### src/hw/kds_pkg.sv
/*
 * Shared constants for the keyboard and display scanner.
 * Assumes a 100 MHz system clock and a synchronous active-high reset.
 */
//
// Notes on behaviour
// Selected when bus bits 4..6 match straps and write qualifier and bit 7 high.
// When selected, bus bits 0..3 pick one of eight commands.
// Bit-time counter divides clock by eight, one pulse per bit time.
// Scan counter advances once every eight bit times, times all scanning.
// Scan value names a key; on closure it enters first key stage.
// Display control loads, shifts, holds, enables, disables both stores by command.
// Two stores of sixteen 4-bit entries, written only from bus bits 4..7.
// Each store drives its entry on four open-drain outputs with the strobe.
// Bank select low picks lower eight positions, high the upper eight.
// Strobes assert one at a time from first to last, then wrap.
// Returns sampled during each strobe feed key closure detection.
// Nine-stage 8-bit FIFO; codes ripple forward into empty stages.
// Full buffer plus new key sets top bit of ninth code.
// Clear-overflow command clears the flag; first eight entries stay valid.
// Read request drives the oldest code from the last stage onto the bus.
// Host reads a key location by two load commands: strobe then returns.
// Debounce of 7.68 ms before a closure is accepted.
// Power-on sync initializes counters and buffers.
// Debounce counted in whole scan cycles; return must stay active throughout.
package kds_pkg;
   localparam int unsigned CLK_HZ = 100_000_000;
   localparam int unsigned BIT_DIV = 8;
   localparam int unsigned SCAN_DIV = 8;
   localparam int unsigned FIFO_DEPTH = 9;
   // Debounce time in microseconds
   localparam int unsigned DEBOUNCE_US = 7680;
   // Clock cycles per scan step and per full 256-step scan
   localparam int unsigned STEP_CYCLES = BIT_DIV * SCAN_DIV;
   localparam int unsigned FRAME_CYCLES = STEP_CYCLES * 256;
   localparam int unsigned DEBOUNCE_CYCLES =
      (DEBOUNCE_US * (CLK_HZ / 1_000_000));
   // Whole scan frames, rounded up
   localparam int unsigned DEBOUNCE_FRAMES =
      (DEBOUNCE_CYCLES + FRAME_CYCLES - 1) / FRAME_CYCLES;

   // Commands on bus bits 0..3
   localparam logic [3:0] CMD_READ_KEY = 4'h0;
   localparam logic [3:0] CMD_CLEAR_OVF = 4'h1;
   localparam logic [3:0] CMD_LOAD_A = 4'h2;
   localparam logic [3:0] CMD_LOAD_B = 4'h3;
   localparam logic [3:0] CMD_DISP_ON = 4'h4;
   localparam logic [3:0] CMD_DISP_OFF = 4'h5;
   localparam logic [3:0] CMD_READ_STROBE = 4'h6;
   localparam logic [3:0] CMD_READ_RETURN = 4'h7;

   // Wishbone register byte offsets
   localparam logic [3:0] REG_CMD = 4'h0;
   localparam logic [3:0] REG_DATA = 4'h4;
   localparam logic [3:0] REG_STATUS = 4'h8;
   localparam logic [3:0] REG_STRAP = 4'hC;

   localparam logic [2:0] STRAP_RESET = 3'h0;
   localparam logic [7:0] DATA_RESET = 8'h00;
endpackage

### src/hw/kds_debounce.sv
/*
 * Per-return-line debounce and closure pulse for one matrix column.
 * Assumes the caller pulses sample_i once per strobe step and frame_i
 * once per complete scan, on the last step of that scan.
 */
`timescale 1ns/1ps
`default_nettype none
module kds_debounce #(
   parameter int unsigned FRAMES = 1
) (
   input wire logic clk_i,
   input wire logic rst_i,
   input wire logic sample_i,
   input wire logic pressed_i,
   input wire logic frame_i,
   output logic accept_o
);
   logic [7:0] count_reg;
   logic seen_reg;
   logic done_reg;
   logic hit;
   logic ready;

   assign hit = sample_i & pressed_i;
   // delay before accept
   // First scan may be partial, so one more is counted
   assign ready = !done_reg && count_reg > 8'(FRAMES);

   // whole-frame debounce
   always_ff @(posedge clk_i) begin
      if (rst_i) begin
         count_reg <= 8'h00;
         seen_reg <= 1'b0;
         done_reg <= 1'b0;
         accept_o <= 1'b0;
      end else begin
         accept_o <= hit && ready;
         if (hit && ready) begin
            done_reg <= 1'b1;
         end
         if (frame_i) begin
            seen_reg <= 1'b0;
            if (!seen_reg && !hit) begin
               count_reg <= 8'h00;
               done_reg <= 1'b0;
            end else if (count_reg <= 8'(FRAMES)) begin
               count_reg <= count_reg + 8'h01;
            end
         end else if (hit) begin
            seen_reg <= 1'b1;
         end
      end
   end
endmodule
`default_nettype wire

### src/hw/kds_top.sv
/*
 * Keyboard and display scanner with a Wishbone slave.
 * Registers: CMD (write: bits 3:0 command, 7:4 data, write bus image),
 * DATA (read: last command answer), STATUS, STRAP (select straps).
 * Assumes classic Wishbone, 32-bit data, one clock.
 */
`timescale 1ns/1ps
`default_nettype none
module kds_top #(
   // Whole scans of debounce; a short value only speeds up simulation
   parameter int unsigned DEBOUNCE_FRAMES = kds_pkg::DEBOUNCE_FRAMES
) (
   input wire logic clk_i,
   input wire logic rst_i,
   input wire logic power_on_sync_i,
   input wire logic [31:0] wb_adr_i,
   input wire logic [31:0] wb_dat_i,
   output logic [31:0] wb_dat_o,
   input wire logic wb_we_i,
   input wire logic [3:0] wb_sel_i,
   input wire logic wb_cyc_i,
   input wire logic wb_stb_i,
   output logic wb_ack_o,
   input wire logic [7:0] return_in_i,
   output logic [7:0] strobe_o,
   output logic [7:0] strobe_oe_o,
   output logic bank_select_out_o,
   output logic [3:0] group_a_digit_out_o,
   output logic [3:0] group_a_digit_oe_o,
   output logic [3:0] group_b_digit_out_o,
   output logic [3:0] group_b_digit_oe_o
);
   ////////////////////////////////////////////////////////////////////////
   logic init;
   logic [2:0] bit_cnt_reg;
   logic [2:0] step_cnt_reg;
   logic [7:0] scan_reg;
   logic bit_tick;
   logic step_tick;
   logic frame_tick;
   logic [2:0] strap_reg;
   logic [7:0] data_out_reg;
   logic disp_on_reg;
   logic [3:0] store_a [16];
   logic [3:0] store_b [16];
   logic [7:0] fifo_reg [9];
   logic [8:0] full_reg;
   logic [7:0] accept;
   logic key_event;
   logic [7:0] key_code;
   logic wb_req;
   logic wb_wr;
   logic wb_rd;
   logic sel;
   logic [3:0] cmd;
   logic [3:0] cmd_data;
   logic pop;
   logic [7:0] sample_reg;
   logic [2:0] strobe_pos_reg;

   // power-on init
   assign init = rst_i | power_on_sync_i;

   ////////////////////////////////////////////////////////////////////////
   // Wishbone decode
   assign wb_req = wb_cyc_i & wb_stb_i & ~wb_ack_o;
   assign wb_wr = wb_req & wb_we_i & wb_sel_i[0];
   assign wb_rd = wb_req & ~wb_we_i;
   // chip select
   assign sel = wb_wr && wb_adr_i[3:0] == kds_pkg::REG_CMD &&
      wb_dat_i[6:4] == strap_reg && wb_dat_i[8] && wb_dat_i[7];
   // command field
   assign cmd = wb_dat_i[3:0];
   assign cmd_data = wb_dat_i[7:4];
   assign pop = sel && cmd == kds_pkg::CMD_READ_KEY;

   always_ff @(posedge clk_i) begin
      if (rst_i) begin
         wb_ack_o <= 1'b0;
      end else begin
         wb_ack_o <= wb_req;
      end
   end

   always_ff @(posedge clk_i) begin
      if (rst_i) begin
         wb_dat_o <= 32'h0000_0000;
      end else if (wb_rd) begin
         unique case (wb_adr_i[3:0])
            kds_pkg::REG_DATA: wb_dat_o <= {24'h00_0000, data_out_reg};
            kds_pkg::REG_STATUS:
               wb_dat_o <= {22'h00_0000, disp_on_reg, full_reg};
            kds_pkg::REG_STRAP: wb_dat_o <= {29'h0000_0000, strap_reg};
            default: wb_dat_o <= 32'h0000_0000;
         endcase
      end
   end

   always_ff @(posedge clk_i) begin
      if (rst_i) begin
         strap_reg <= kds_pkg::STRAP_RESET;
      end else if (wb_wr && wb_adr_i[3:0] == kds_pkg::REG_STRAP) begin
         strap_reg <= wb_dat_i[2:0];
      end
   end

   ////////////////////////////////////////////////////////////////////////
   // bit-time divider
   assign bit_tick = bit_cnt_reg == 3'(kds_pkg::BIT_DIV - 1);
   // scan step every eight bit times
   assign step_tick = bit_tick && step_cnt_reg == 3'(kds_pkg::SCAN_DIV - 1);
   assign frame_tick = step_tick && scan_reg == 8'hFF;

   always_ff @(posedge clk_i) begin
      if (init) begin
         bit_cnt_reg <= 3'h0;
         step_cnt_reg <= 3'h0;
         scan_reg <= 8'h00;
      end else begin
         bit_cnt_reg <= bit_cnt_reg + 3'h1;
         if (bit_tick) begin
            step_cnt_reg <= step_cnt_reg + 3'h1;
         end
         if (step_tick) begin
            scan_reg <= scan_reg + 8'h01;
         end
      end
   end

   ////////////////////////////////////////////////////////////////////////
   // strobe walk, R9 bank select
   always_ff @(posedge clk_i) begin
      if (init) begin
         strobe_o <= 8'h00;
         strobe_oe_o <= 8'h00;
         bank_select_out_o <= 1'b0;
      end else begin
         strobe_o <= 8'h00;
         strobe_oe_o <= 8'h01 << scan_reg[2:0];
         bank_select_out_o <= scan_reg[3];
      end
   end

   // open-drain digit drive
   always_ff @(posedge clk_i) begin
      if (init) begin
         group_a_digit_out_o <= 4'h0;
         group_a_digit_oe_o <= 4'h0;
         group_b_digit_out_o <= 4'h0;
         group_b_digit_oe_o <= 4'h0;
      end else begin
         group_a_digit_out_o <= 4'h0;
         group_b_digit_out_o <= 4'h0;
         group_a_digit_oe_o <= disp_on_reg ? store_a[scan_reg[3:0]] : 4'h0;
         group_b_digit_oe_o <= disp_on_reg ? store_b[scan_reg[3:0]] : 4'h0;
      end
   end

   // display on and off
   always_ff @(posedge clk_i) begin
      if (init) begin
         disp_on_reg <= 1'b1;
      end else if (sel && cmd == kds_pkg::CMD_DISP_ON) begin
         disp_on_reg <= 1'b1;
      end else if (sel && cmd == kds_pkg::CMD_DISP_OFF) begin
         disp_on_reg <= 1'b0;
      end
   end

   // stores loaded by shifting in bus nibbles
   always_ff @(posedge clk_i) begin
      if (init) begin
         for (int i = 0; i < 16; i++) begin
            store_a[i] <= 4'h0;
            store_b[i] <= 4'h0;
         end
      end else if (sel && cmd == kds_pkg::CMD_LOAD_A) begin
         for (int i = 0; i < 15; i++) begin
            store_a[i] <= store_a[i + 1];
         end
         store_a[15] <= cmd_data;
      end else if (sel && cmd == kds_pkg::CMD_LOAD_B) begin
         for (int i = 0; i < 15; i++) begin
            store_b[i] <= store_b[i + 1];
         end
         store_b[15] <= cmd_data;
      end
   end

   ////////////////////////////////////////////////////////////////////////
   // return sampling per strobe, latest image kept
   always_ff @(posedge clk_i) begin
      if (init) begin
         sample_reg <= 8'h00;
         strobe_pos_reg <= 3'h0;
      end else if (step_tick) begin
         sample_reg <= return_in_i;
         // Scan has moved on when an accept arrives
         strobe_pos_reg <= scan_reg[2:0];
      end
   end

   // per-return debounce, sampled at end of each strobe
   for (genvar g = 0; g < 8; g++) begin : g_db
      kds_debounce #(
         .FRAMES(DEBOUNCE_FRAMES)
      ) u_db (
         .clk_i(clk_i),
         .rst_i(init),
         .sample_i(step_tick),
         .pressed_i(return_in_i[g]),
         .frame_i(frame_tick),
         .accept_o(accept[g])
      );
   end

   // key code from scan position of lowest accepted return
   always_comb begin
      key_event = 1'b0;
      key_code = 8'h00;
      for (int i = 7; i >= 0; i--) begin
         if (accept[i]) begin
            key_event = 1'b1;
            key_code = {2'b00, 3'(i), strobe_pos_reg};
         end
      end
   end

   ////////////////////////////////////////////////////////////////////////
   // nine-stage ripple FIFO, stage 8 is the output end
   always_ff @(posedge clk_i) begin
      if (init) begin
         full_reg <= 9'h000;
         for (int i = 0; i < 9; i++) begin
            fifo_reg[i] <= 8'h00;
         end
      end else begin
         for (int i = 8; i >= 1; i--) begin
            if (full_reg[i - 1] && (!full_reg[i] || (i == 8 && pop))) begin
               fifo_reg[i] <= fifo_reg[i - 1];
               full_reg[i] <= 1'b1;
               full_reg[i - 1] <= 1'b0;
            end
         end
         // pop oldest from last stage
         if (pop && !full_reg[7]) begin
            full_reg[8] <= 1'b0;
         end
         // capture into first stage
         if (key_event && (!full_reg[0] || !full_reg[1])) begin
            fifo_reg[0] <= key_code;
            full_reg[0] <= 1'b1;
         end else if (key_event && &full_reg) begin
            // overflow marks ninth code
            fifo_reg[0] <= {1'b1, fifo_reg[0][6:0]};
         end
         // clear overflow wherever it sits, set wins
         if (sel && cmd == kds_pkg::CMD_CLEAR_OVF) begin
            for (int i = 1; i < 9; i++) begin
               fifo_reg[i][7] <= 1'b0;
            end
            if (!(key_event && &full_reg)) begin
               fifo_reg[0][7] <= 1'b0;
            end
         end
      end
   end

   // command answers
   always_ff @(posedge clk_i) begin
      if (init) begin
         data_out_reg <= kds_pkg::DATA_RESET;
      end else if (sel) begin
         unique case (cmd)
            kds_pkg::CMD_READ_KEY:
               data_out_reg <= full_reg[8] ? fifo_reg[8] : 8'h00;
            kds_pkg::CMD_READ_STROBE:
               data_out_reg <= 8'h01 << scan_reg[2:0];
            kds_pkg::CMD_READ_RETURN: data_out_reg <= sample_reg;
            default: data_out_reg <= data_out_reg;
         endcase
      end
   end
endmodule
`default_nettype wire

### config.mk
export PLATFORM = sky130hd
export DESIGN_NAME = kds_top
export DESIGN_NICKNAME = d
export VERILOG_FILES = /design/src/hw/kds_pkg.sv /design/src/hw/kds_debounce.sv /design/src/hw/kds_top.sv
export SDC_FILE = /design/constraint.sdc
export NUM_CORES = 1
export LEC_CHECK = 0
export ABC_AREA = 1
export BUFFER_PORTS_ARGS = -buffer_cell sky130_fd_sc_hd__buf_2
export CORE_UTILIZATION = 50
export DETAILED_ROUTE_END_ITERATION = 8
export PLACE_DENSITY = 0.67
export SLEW_MARGIN = 25
export SYNTH_ARGS = -nofsm -noshare
export SYNTH_HDL_FRONTEND = slang
export SYNTH_SLANG_ARGS = --single-unit
### constraint.sdc
create_clock -name clk_i -period 14.85 [get_ports clk_i]
set_clock_uncertainty 0.2 [all_clocks]
set_input_delay 0.7425 -clock clk_i [delete_from_list [all_inputs] [get_ports clk_i]]
set_output_delay 0.7425 -clock clk_i [all_outputs]
set_load 0.005 [all_outputs]
==> flow_summary.toml, run 1 <==
[die]
core_area_um2 = 30600
start_util = 0.508
placementRows = 64
fp.dieH_um = 178
die_width_um = 178
ioPinCount = 148
die_area_um2 = 31800

[grt]
antenna_found_initial = 0
first_global_vias = 10549
grt_overflow = 0
grt_max_degree = 70
grt_first_pass_wirelength_mm = 51.7
groute.usage.overall = 0.203

[worst_setup_path]
crit_fanout = 20
rr_endpoint = "g_db[5].u_db.count_reg[4]"
arrival_ns = 3.63
rr_worst_depth = 8
crit_type = "reg -> reg"
slowest_stage = "o21ai_0"
cpLargestDelayFamily = "compound AO/OA/AOI/OAI gates"
worstSetupStartpointType = "register"
critPathCaptureType = "register"
crit_path_frequent_cell = "ha_1"
timing.rr.start = "bit_cnt_reg[0]"
path_cells = "ha_1 -> ha_1 -> nand2_1 -> inv_2 -> nand4_1 -> o21ai_0 -> o21bai_1 -> a21oi_1"
regToRegSetupSlack_ns = 11.44
slowest_delay_ns = 0.74
crit_required_ns = 15.07
path_buf_inv = 1

[placement]
port_buffers = 55
dp_cells = 2192
gp_congestion = 0.862
hpwl_mm = 20.5
post-place-ws_ns = 11.33

[logic_synthesis]
synth_ff_type = "edfxtp_1"
syn_area_um2 = 15500
synth_top_area_cell = "edfxtp_1"
ys_warn_count = 0
synth.top_cell.area_share = 0.369
synth_edf_count = 191
syn_inst = 1794
synthArstFlopShare = 0
ys_top_cells_by_count = "inv_1, nor2_1, nand2_1, edfxtp_1, dfxtp_1"
synth_top_family_by_area = "simple AND/OR/NAND/NOR gates"
yosys.area_share.simple = 0.186
synthTopCellsByArea = "edfxtp_1, dfxtp_1, inv_1"
yosysMostFrequentCell = "inv_1"
avgSynthCellArea_um2 = 8.66
synth_xor_area_frac = 0.00226
synth_fa_ha_area_frac = 0.0145
ys_seq_area_frac = 0.578
synth_cell_type_count = 46
yosys_register_bits = 353
muxShareOfSynthArea = 0
synth_compound_area_frac = 0.103

[layout]
fin_cells = 2262
layout.nets = 1936
drive_gt1_frac = 0.0782
area_growth_pct = 10.4
antenna_cells = 0
fill_cells = 2765
post-route-util = 0.560

[route]
vias = 11493
dr.pass1.iters = 6
drc = 0
ant_nets = 0
drt-initial-drc-count = 928
wirelength_mm = 31.9
wire_per_inst_um = 14.1
viasPerCell = 5.08

[timing]
hold_slack_ns = 0.221
rsz0062_at_grt = "no"
hold_viol_final = 0
fin_ws_ns = 11.44
finalCritPeriodShare = 0.229
tightest_slew_ns = 0.887
setup_violations = 0
final-max-slew-violation-count = 0
setup_tns_ns = 0
min_period_ns = 3.41
relSlewSlack = 0.406
fmax_ghz = 0.294

[cts]
cts_resized = 0
hold_buffers = 0
clkTransAtPathRegs_ns = 0.06
cts_buffers = 38
cts_tree = "built"
post_cts_buffers = 0
clock_tree.root_cell = "clkbuf_16"
htree_levels = 2
clock-sinks = 353
cts_buffer_depth = 3
clk_latency_ns = 0.53

[run]
drv_cap = 0

[pwr]
irDropWorstVdd_mv = 0.0723
power-per-cell-area_nw_per_um2 = 117
power.leakage_nw = 6.82

[run_status]
status = "completed"

[min_path]
hold_start = "g_db[6].u_db.done_reg"
holdPathStages = 1
hold_class = "reg -> reg"
min_to = "g_db[6].u_db.accept_o"
==> layout by cell type, fill, tap and decap left out, types with 3 or more instances in the layout <==
master,n
a21o_1,3
a21oi_1,151
a31oi_1,8
buf_2,55
buf_4,12
clkbuf_1,6
clkbuf_16,39
clkbuf_8,4
clkinv_1,10
clkinv_2,8
conb_1,38
dfxtp_1,161
edfxtp_1,191
ha_1,18
inv_1,313
inv_2,4
nand2_1,232
nand2_2,5
nand3_1,86
nand4_1,15
nor2_1,294
nor3_1,41
nor3b_1,4
o211a_1,4
o211ai_1,4
o21ai_0,108
o21ai_1,6
o21bai_1,4
or2_0,5
xor2_1,3
==> routing by layer <==
layer | vias up | track usage | wire length (um) | part of all wire
met5 | - | 0 | 0 | 0
met4 | 0 | 0.0593 | 700 | 0.022
met3 | 50 | 0.0315 | 1730 | 0.054
met2 | 282 | 0.325 | 14300 | 0.45
met1 | 5370 | 0.286 | 15200 | 0.48
li1 | 5791 | - | - | -
==> logic make-up (layout without fill, tap and decap cells) <==
family | Yosys count | after routing
xor+xnor | 4 | 4
simple gates | 695 | 695
fa+ha+maj | 18 | 18
other cells | 1 | 38
buf+inv | 423 | 458
flops | 353 | 353
compound gates | 300 | 300
==> worst max-delay path by stage <==
stage / start / endpoint / slack, ns / depth (start not counted)
2_1_floorplan: wb_adr_i[1] / store_b[0][0] / 8.16 / 6
3_3_place_gp: rst_i / fifo_reg[0][53] / 11.39 / 12
3_5_place_dp: rst_i / fifo_reg[0][19] / 11.33 / 11
4_1_cts: bit_cnt_reg[0] / g_db[4].u_db.count_reg[4] / 11.40 / 8
5_1_grt: bit_cnt_reg[0] / g_db[4].u_db.count_reg[4] / 11.11 / 8
6_report: bit_cnt_reg[0] / g_db[5].u_db.count_reg[4] / 11.44 / 8
==> metrics by stage <==
| stage | cell area [um2] | total power, mW |
|---|---|---|
| final | 17100 | 2.01 |
| after CTS | 17100 | 2.03 |
| after global routing | 17100 | 2.07 |
| after detailed placement | 16000 | 1.14 |
| after floorplan | 15700 | 1.13 |
| after global placement | 16000 | 1.14 |
==> power by group <==
| group | leakage (nW) | internal, mW | switching, mW |
|---|---|---|---|
| logic | 2.81 | 0.0136 | 0.0442 |
| clock network | 0.579 | 0.504 | 0.383 |
| registers | 3.43 | 1.05 | 0.00887 |
| total | 6.82 | 1.57 | 0.436 |
==> layout make-up <==
class	instances	area (um2)	area share
repair buffers	67	365	0.0213
clock inverters	21	130	0.00759
inverters	321	1200	0.0703
well taps	396	495	0.0289
flip-flops and latches	353	8980	0.524
clock buffers	49	1050	0.0615
multi-input cells	1055	4910	0.287
No activity file was read; power rests on OpenSTA's default activity.
==> run 2, diff against run 1 <==
Settings changed: PLACE_DENSITY 0.67 to 0.7.
Clock period 14.85 ns to 2.75 ns, I/O delays scaled along.
==> flow_summary.toml, run 2 (synthesis results as in run 1) <==
[placement]
port_buffers = 55
gp_congestion = 0.829
dp_cells = 2205
hpwl_mm = 20.8
post-place-ws_ns = 0.302

[cts]
htree_levels = 2
cts_tree = "built"
clk_latency_ns = 0.54
cts_buffer_depth = 3
cts_buffers = 39
clkTransAtPathRegs_ns = 0.06
clock_tree.root_cell = "clkbuf_16"
clock-sinks = 353

[route]
drt-initial-drc-count = 1000
ant_nets = 0
viasPerCell = 5.03
dr.pass1.iters = 6
vias = 11588
wirelength_mm = 32.3
wire_per_inst_um = 14.0
drc = 0

[pwr]
seqPwrFrac = 0.510
clockPowerShare = 0.459
power.leakage_nw = 7.09
pwr-share-comb = 0.031
power-per-cell-area_nw_per_um2 = 636
irDropWorstVdd_mv = 0.430
p_int_mw = 8.90
p_sw_mw = 2.35
switching_share = 0.209

[layout]
antenna_cells = 0
mostFrequentLayoutCells = "inv_1, nor2_1, nand2_1, edfxtp_1, dfxtp_1"
layout.nets = 1978
seq_area_um2 = 8980
drive_gt1_frac = 0.0839
final_common_cell = "inv_1"
fin_cells = 2304
fill_cells = 2709
area_growth_pct = 13.9
post-route-util = 0.578
multi_input_area_um2 = 4910

[worst_setup_path]
arrival_ns = 2.78
path_cells = "nand3b_1 -> dlygate4sd3_1 -> nor2_1 -> buf_4 -> clkinvlp_4 -> nand2_1 -> a21oi_1 -> dlygate4sd3_1"
worstSetupStartpointType = "register"
crit_fanout = 11
crit_required_ns = 2.96
timing.rr.start = "wb_ack_o"
rr_endpoint = "wb_dat_o[7]"
critPathCaptureType = "register"
slowest_stage = "dlygate4sd3_1"
regToRegSetupSlack_ns = 0.18
rr_worst_depth = 8
slowest_delay_ns = 0.59
crit_type = "reg -> reg"
crit_path_frequent_cell = "dlygate4sd3_1"

[run]
drv_cap = 0

[timing]
fin_ws_ns = 0.184
hold_viol_final = 0
hold_slack_ns = 0.0245
min_period_ns = 2.57
setup_violations = 0
fmax_ghz = 0.390
final-max-slew-violation-count = 0
tightest_slew_ns = 0.800
setup_tns_ns = 0
finalCritPeriodShare = 0.933
relSlewSlack = 0.462
rsz0062_at_grt = "no"

[die]
fp.dieH_um = 178
core_area_um2 = 30600
die_width_um = 178
start_util = 0.508
placementRows = 64
die_area_um2 = 31800
ioPinCount = 148

[min_path]
hold_class = "in -> reg"
hold_start = "wb_adr_i[0]"
min_to = "full_reg[7]"
holdPathStages = 7

[grt]
groute.usage.overall = 0.211
grt_first_pass_wirelength_mm = 53.4
first_global_vias = 10913
grt_max_degree = 110
grt_overflow = 0
antenna_found_initial = 0

[run_status]
status = "completed"
run 2: power groups by stage:
stage	registers (mW)	logic, mW	clock network [mW]
after floorplan	5.83	0.254	0
final	5.74	0.352	5.16
after global routing	5.75	0.402	5.46
after global placement	5.84	0.317	0
after detailed placement	5.85	0.322	0
after CTS	5.74	0.352	5.26
run 2: per-stage QoR:
step | power [mW] | area (um2)
CTS | 11.3 | 17700
global placement | 6.16 | 16100
global route | 11.6 | 17700
floorplan | 6.09 | 15700
detailed placement | 6.17 | 16100
finish | 11.2 | 17700
run 2: area by class of cell:
cell class / count / area share
repair buffers: 108 / 0.0456
well taps: 396 / 0.0280
clock inverters: 10 / 0.00672
clock buffers: 61 / 0.0659
inverters: 321 / 0.0683
flip-flops and latches: 353 / 0.508
multi-input cells: 1055 / 0.278
run 2: how the worst max path moves through the flow:
stage / start / end / slack [ns] / cells after the start
floorplan: strap_reg[1] / store_b[0][0] / 0.10 / 9
global route: bit_cnt_reg[0] / g_db[2].u_db.count_reg[4] / 0.01 / 9
detailed placement: bit_cnt_reg[0] / g_db[2].u_db.count_reg[4] / 0.30 / 9
global placement: bit_cnt_reg[0] / g_db[2].u_db.count_reg[3] / 0.34 / 10
finish: wb_ack_o / wb_dat_o[7] / 0.18 / 8
CTS: wb_ack_o / wb_dat_o[7] / 0.13 / 8
run 2: critical path: cells and delay by family, from the launching register on:
| family | cells | cell delay, ns |
|---|---|---|
| AOI/OAI and AO/OA | 1 | 0.06 |
| DFF | 1 | 0.31 |
| buffers and inverters | 4 | 1.53 |
| and+or+nand+nor | 3 | 0.36 |
run 2: what timing repair did:
action	in CTS	in global routing
hold buffers	28	0
endpoints found under the hold margin	68	0
setup buffers	0	0
endpoints found under the setup margin	0	1
gates resized for setup	0	1
run 2: per-layer routing:
layer	wire length [um]	up-vias	track usage
met2	14700	267	0.334
li1	-	5876	-
met3	1700	52	0.0328
met1	15200	5393	0.300
met4	612	0	0.0554
met5	0	-	0
==> run 3, diff against run 2 <==
Settings changed: ABC_AREA 1 to 0, CTS_BUF_LIST set to sky130_fd_sc_hd__clkbuf_8.
==> flow_summary.toml, run 3 <==
[pwr]
seqPwrFrac = 0.567
p_sw_mw = 2.25
power.leakage_nw = 6.42
total_power_mw = 10.1
clockPowerShare = 0.400
irDropWorstVdd_mv = 0.348
power-per-cell-area_nw_per_um2 = 585
switching_share = 0.222
pwr-share-comb = 0.033
p_int_mw = 7.89

[min_path]
hold_class = "in -> reg"
min_to = "data_out_reg[6]"
holdPathStages = 6
hold_start = "wb_dat_i[8]"

[cts]
cts_tree = "built"
clkTransAtPathRegs_ns = 0.06
htree_levels = 2
clock-sinks = 353
clk_latency_ns = 0.60
cts_buffers = 56
clock_tree.root_cell = "clkbuf_8"
cts_buffer_depth = 3
post_cts_buffers = 0

[logic_synthesis]
synth_ff_type = "edfxtp_1"
synthTopCellsByArea = "edfxtp_1, dfxtp_1, and2_1"
synth_xor_area_frac = 0.0104
ys_warn_count = 0
muxShareOfSynthArea = 0.0671
synth.top_cell.area_share = 0.379
yosysMostFrequentCell = "edfxtp_1"
syn_inst = 1280
ys_seq_area_frac = 0.594
ys_top_cells_by_count = "edfxtp_1, dfxtp_1, and2_1, nor2_1, nand2_1"
synth_edf_count = 191
avgSynthCellArea_um2 = 11.8
synth_fa_ha_area_frac = 0.0149
yosys.area_share.simple = 0.186
yosys_register_bits = 353
synth_compound_area_frac = 0.0870
syn_area_um2 = 15100
synth_cell_type_count = 64
synth_top_family_by_area = "simple AND/OR/NAND/NOR gates"
synthArstFlopShare = 0
synth_top_area_cell = "edfxtp_1"

[layout]
drive_gt1_frac = 0.155
layout.nets = 1506
area_growth_pct = 14.6
fin_cells = 1840
final_common_cell = "edfxtp_1"
mostFrequentLayoutCells = "edfxtp_1, dfxtp_1, and2_1, nor2_1, nand2_1"

[worst_setup_path]
slowest_stage = "dlygate4sd3_1"
crit_required_ns = 3.09
crit_path_frequent_cell = "dlygate4sd3_1"
rr_worst_depth = 9
crit_type = "in -> reg"
crit_fanout = 2
critPathCaptureType = "register"
path_cells = "dlygate4sd3_1 -> buf_2 -> nor2_1 -> dlygate4sd3_1 -> nand4_1 -> dlygate4sd3_1 -> a21oi_1 -> dlygate4sd3_1"
arrival_ns = 2.91
regToRegSetupSlack_ns = 0.18
rr_endpoint = "g_db[2].u_db.count_reg[3]"
slowest_delay_ns = 0.59
worstSetupStartpointType = "input port"
timing.rr.start = "step_cnt_reg[0]"

[die]
die_area_um2 = 30900
fp.dieH_um = 176
start_util = 0.509
placementRows = 63
ioPinCount = 148
die_width_um = 176
core_area_um2 = 29700

[grt]
grt_overflow = 0
antenna_found_initial = 1
groute.usage.overall = 0.201
grt_max_degree = 71
grt_first_pass_wirelength_mm = 49.7
first_global_vias = 9699

[placement]
post-place-ws_ns = 0.149
gp_congestion = 0.877
port_buffers = 55
dp_cells = 1701
hpwl_mm = 19.7

[timing]
fmax_ghz = 0.389
tightest_slew_ns = 0.793
fin_ws_ns = 0.178
finalCritPeriodShare = 0.935
min_period_ns = 2.57
setup_tns_ns = 0
rsz0062_at_grt = "no"
setup_violations = 0
final-max-slew-violation-count = 0
hold_viol_final = 0
relSlewSlack = 0.468

[route]
viasPerCell = 5.45
drc = 0
ant_nets = 0
dr.pass1.iters = 5
drt-initial-drc-count = 708
wire_per_inst_um = 16.6
vias = 10023
wirelength_mm = 30.5

[run_status]
status = "completed"

[run]
drv_cap = 0
## run 3: cell count changes after synthesis, moves of 57 or more
| cell | delta |
|---|---|
| inv_1 | -305 |
| nor2_1 | -195 |
| nand2_1 | -150 |
| and2_1 | +144 |
| a21oi_1 | -80 |
| o21ai_0 | -77 |
| nand3_1 | -67 |
| nor2b_1 | +57 |
## run 3: what timing repair did
item	CTS	global route
hold buffers	37	0
gates resized for setup	0	2
endpoints found under the setup margin	0	2
endpoints found under the hold margin	85	0
## run 3: worst max-delay path by stage
stage	depth (start not counted)	slack, ns	to	start
floorplan	7	-0.85	store_a[0][0]	wb_adr_i[1]
global placement	8	0.22	g_db[0].u_db.count_reg[2]	step_cnt_reg[0]
detailed placement	8	0.15	g_db[0].u_db.count_reg[2]	step_cnt_reg[0]
CTS	8	0.15	g_db[0].u_db.count_reg[2]	step_cnt_reg[0]
global route	9	0.06	g_db[2].u_db.count_reg[3]	step_cnt_reg[0]
finish	8	0.18	wb_dat_o[9]	wb_adr_i[1]
## run 3: worst max-delay path, delay by kind of cell
kind | cells | cell delay, ns
AOI/OAI and AO/OA | 1 | 0.14
buffers and inverters | 5 | 2.42
and+or+nand+nor | 2 | 0.21
## run 3: power by group through the flow
stage               sequential, mW  combinational, mW  clock [mW]
floorplan                     5.83              0.233           0
global placement              5.85              0.300           0
detailed placement            5.86              0.305           0
CTS                           5.75              0.337        4.17
global route                  5.76              0.368        4.40
finish                        5.75              0.335        4.06
## run 3: cells by family (layout without fill, tap and decap cells)
family | after synthesis | after routing
compound gates | 207 | 207
xor+xnor | 18 | 18
fa+ha+maj | 18 | 18
buf+inv | 112 | 244
flops | 353 | 353
mux | 61 | 61
other cells | 1 | 39
simple gates | 510 | 510
## run 3: area by class of cell
class                      instances  area (um2)
clock inverter                    39         171
multi-input combinational        852        5720
tap                              390         488
fill                            2400       12400
antenna                            1        2.50
sequential                       353        8980
clock buffer                      62         853
timing repair buffer             134        1070
inverter                           9        33.8
## run 3: per-layer routing
metal / up-vias / routed length (um) / track usage
met2: 266 / 14600 / 0.327
met3: 51 / 1570 / 0.0344
met1: 4879 / 13700 / 0.274
met5: - / 0 / 0
met4: 0 / 567 / 0.0623
li1: 4827 / - / -
## run 3: metrics by stage
stage / area (um2) / util / hold slack, ns
after floorplan: 15300 / - / 0.0735
after global placement: 15900 / 0.536 / 0.210
after detailed placement: 15900 / 0.536 / 0.214
after CTS: 17300 / 0.583 / 0.0132
after global routing: 17300 / 0.583 / 0.0685
final: 17300 / 0.583 / 0.0458
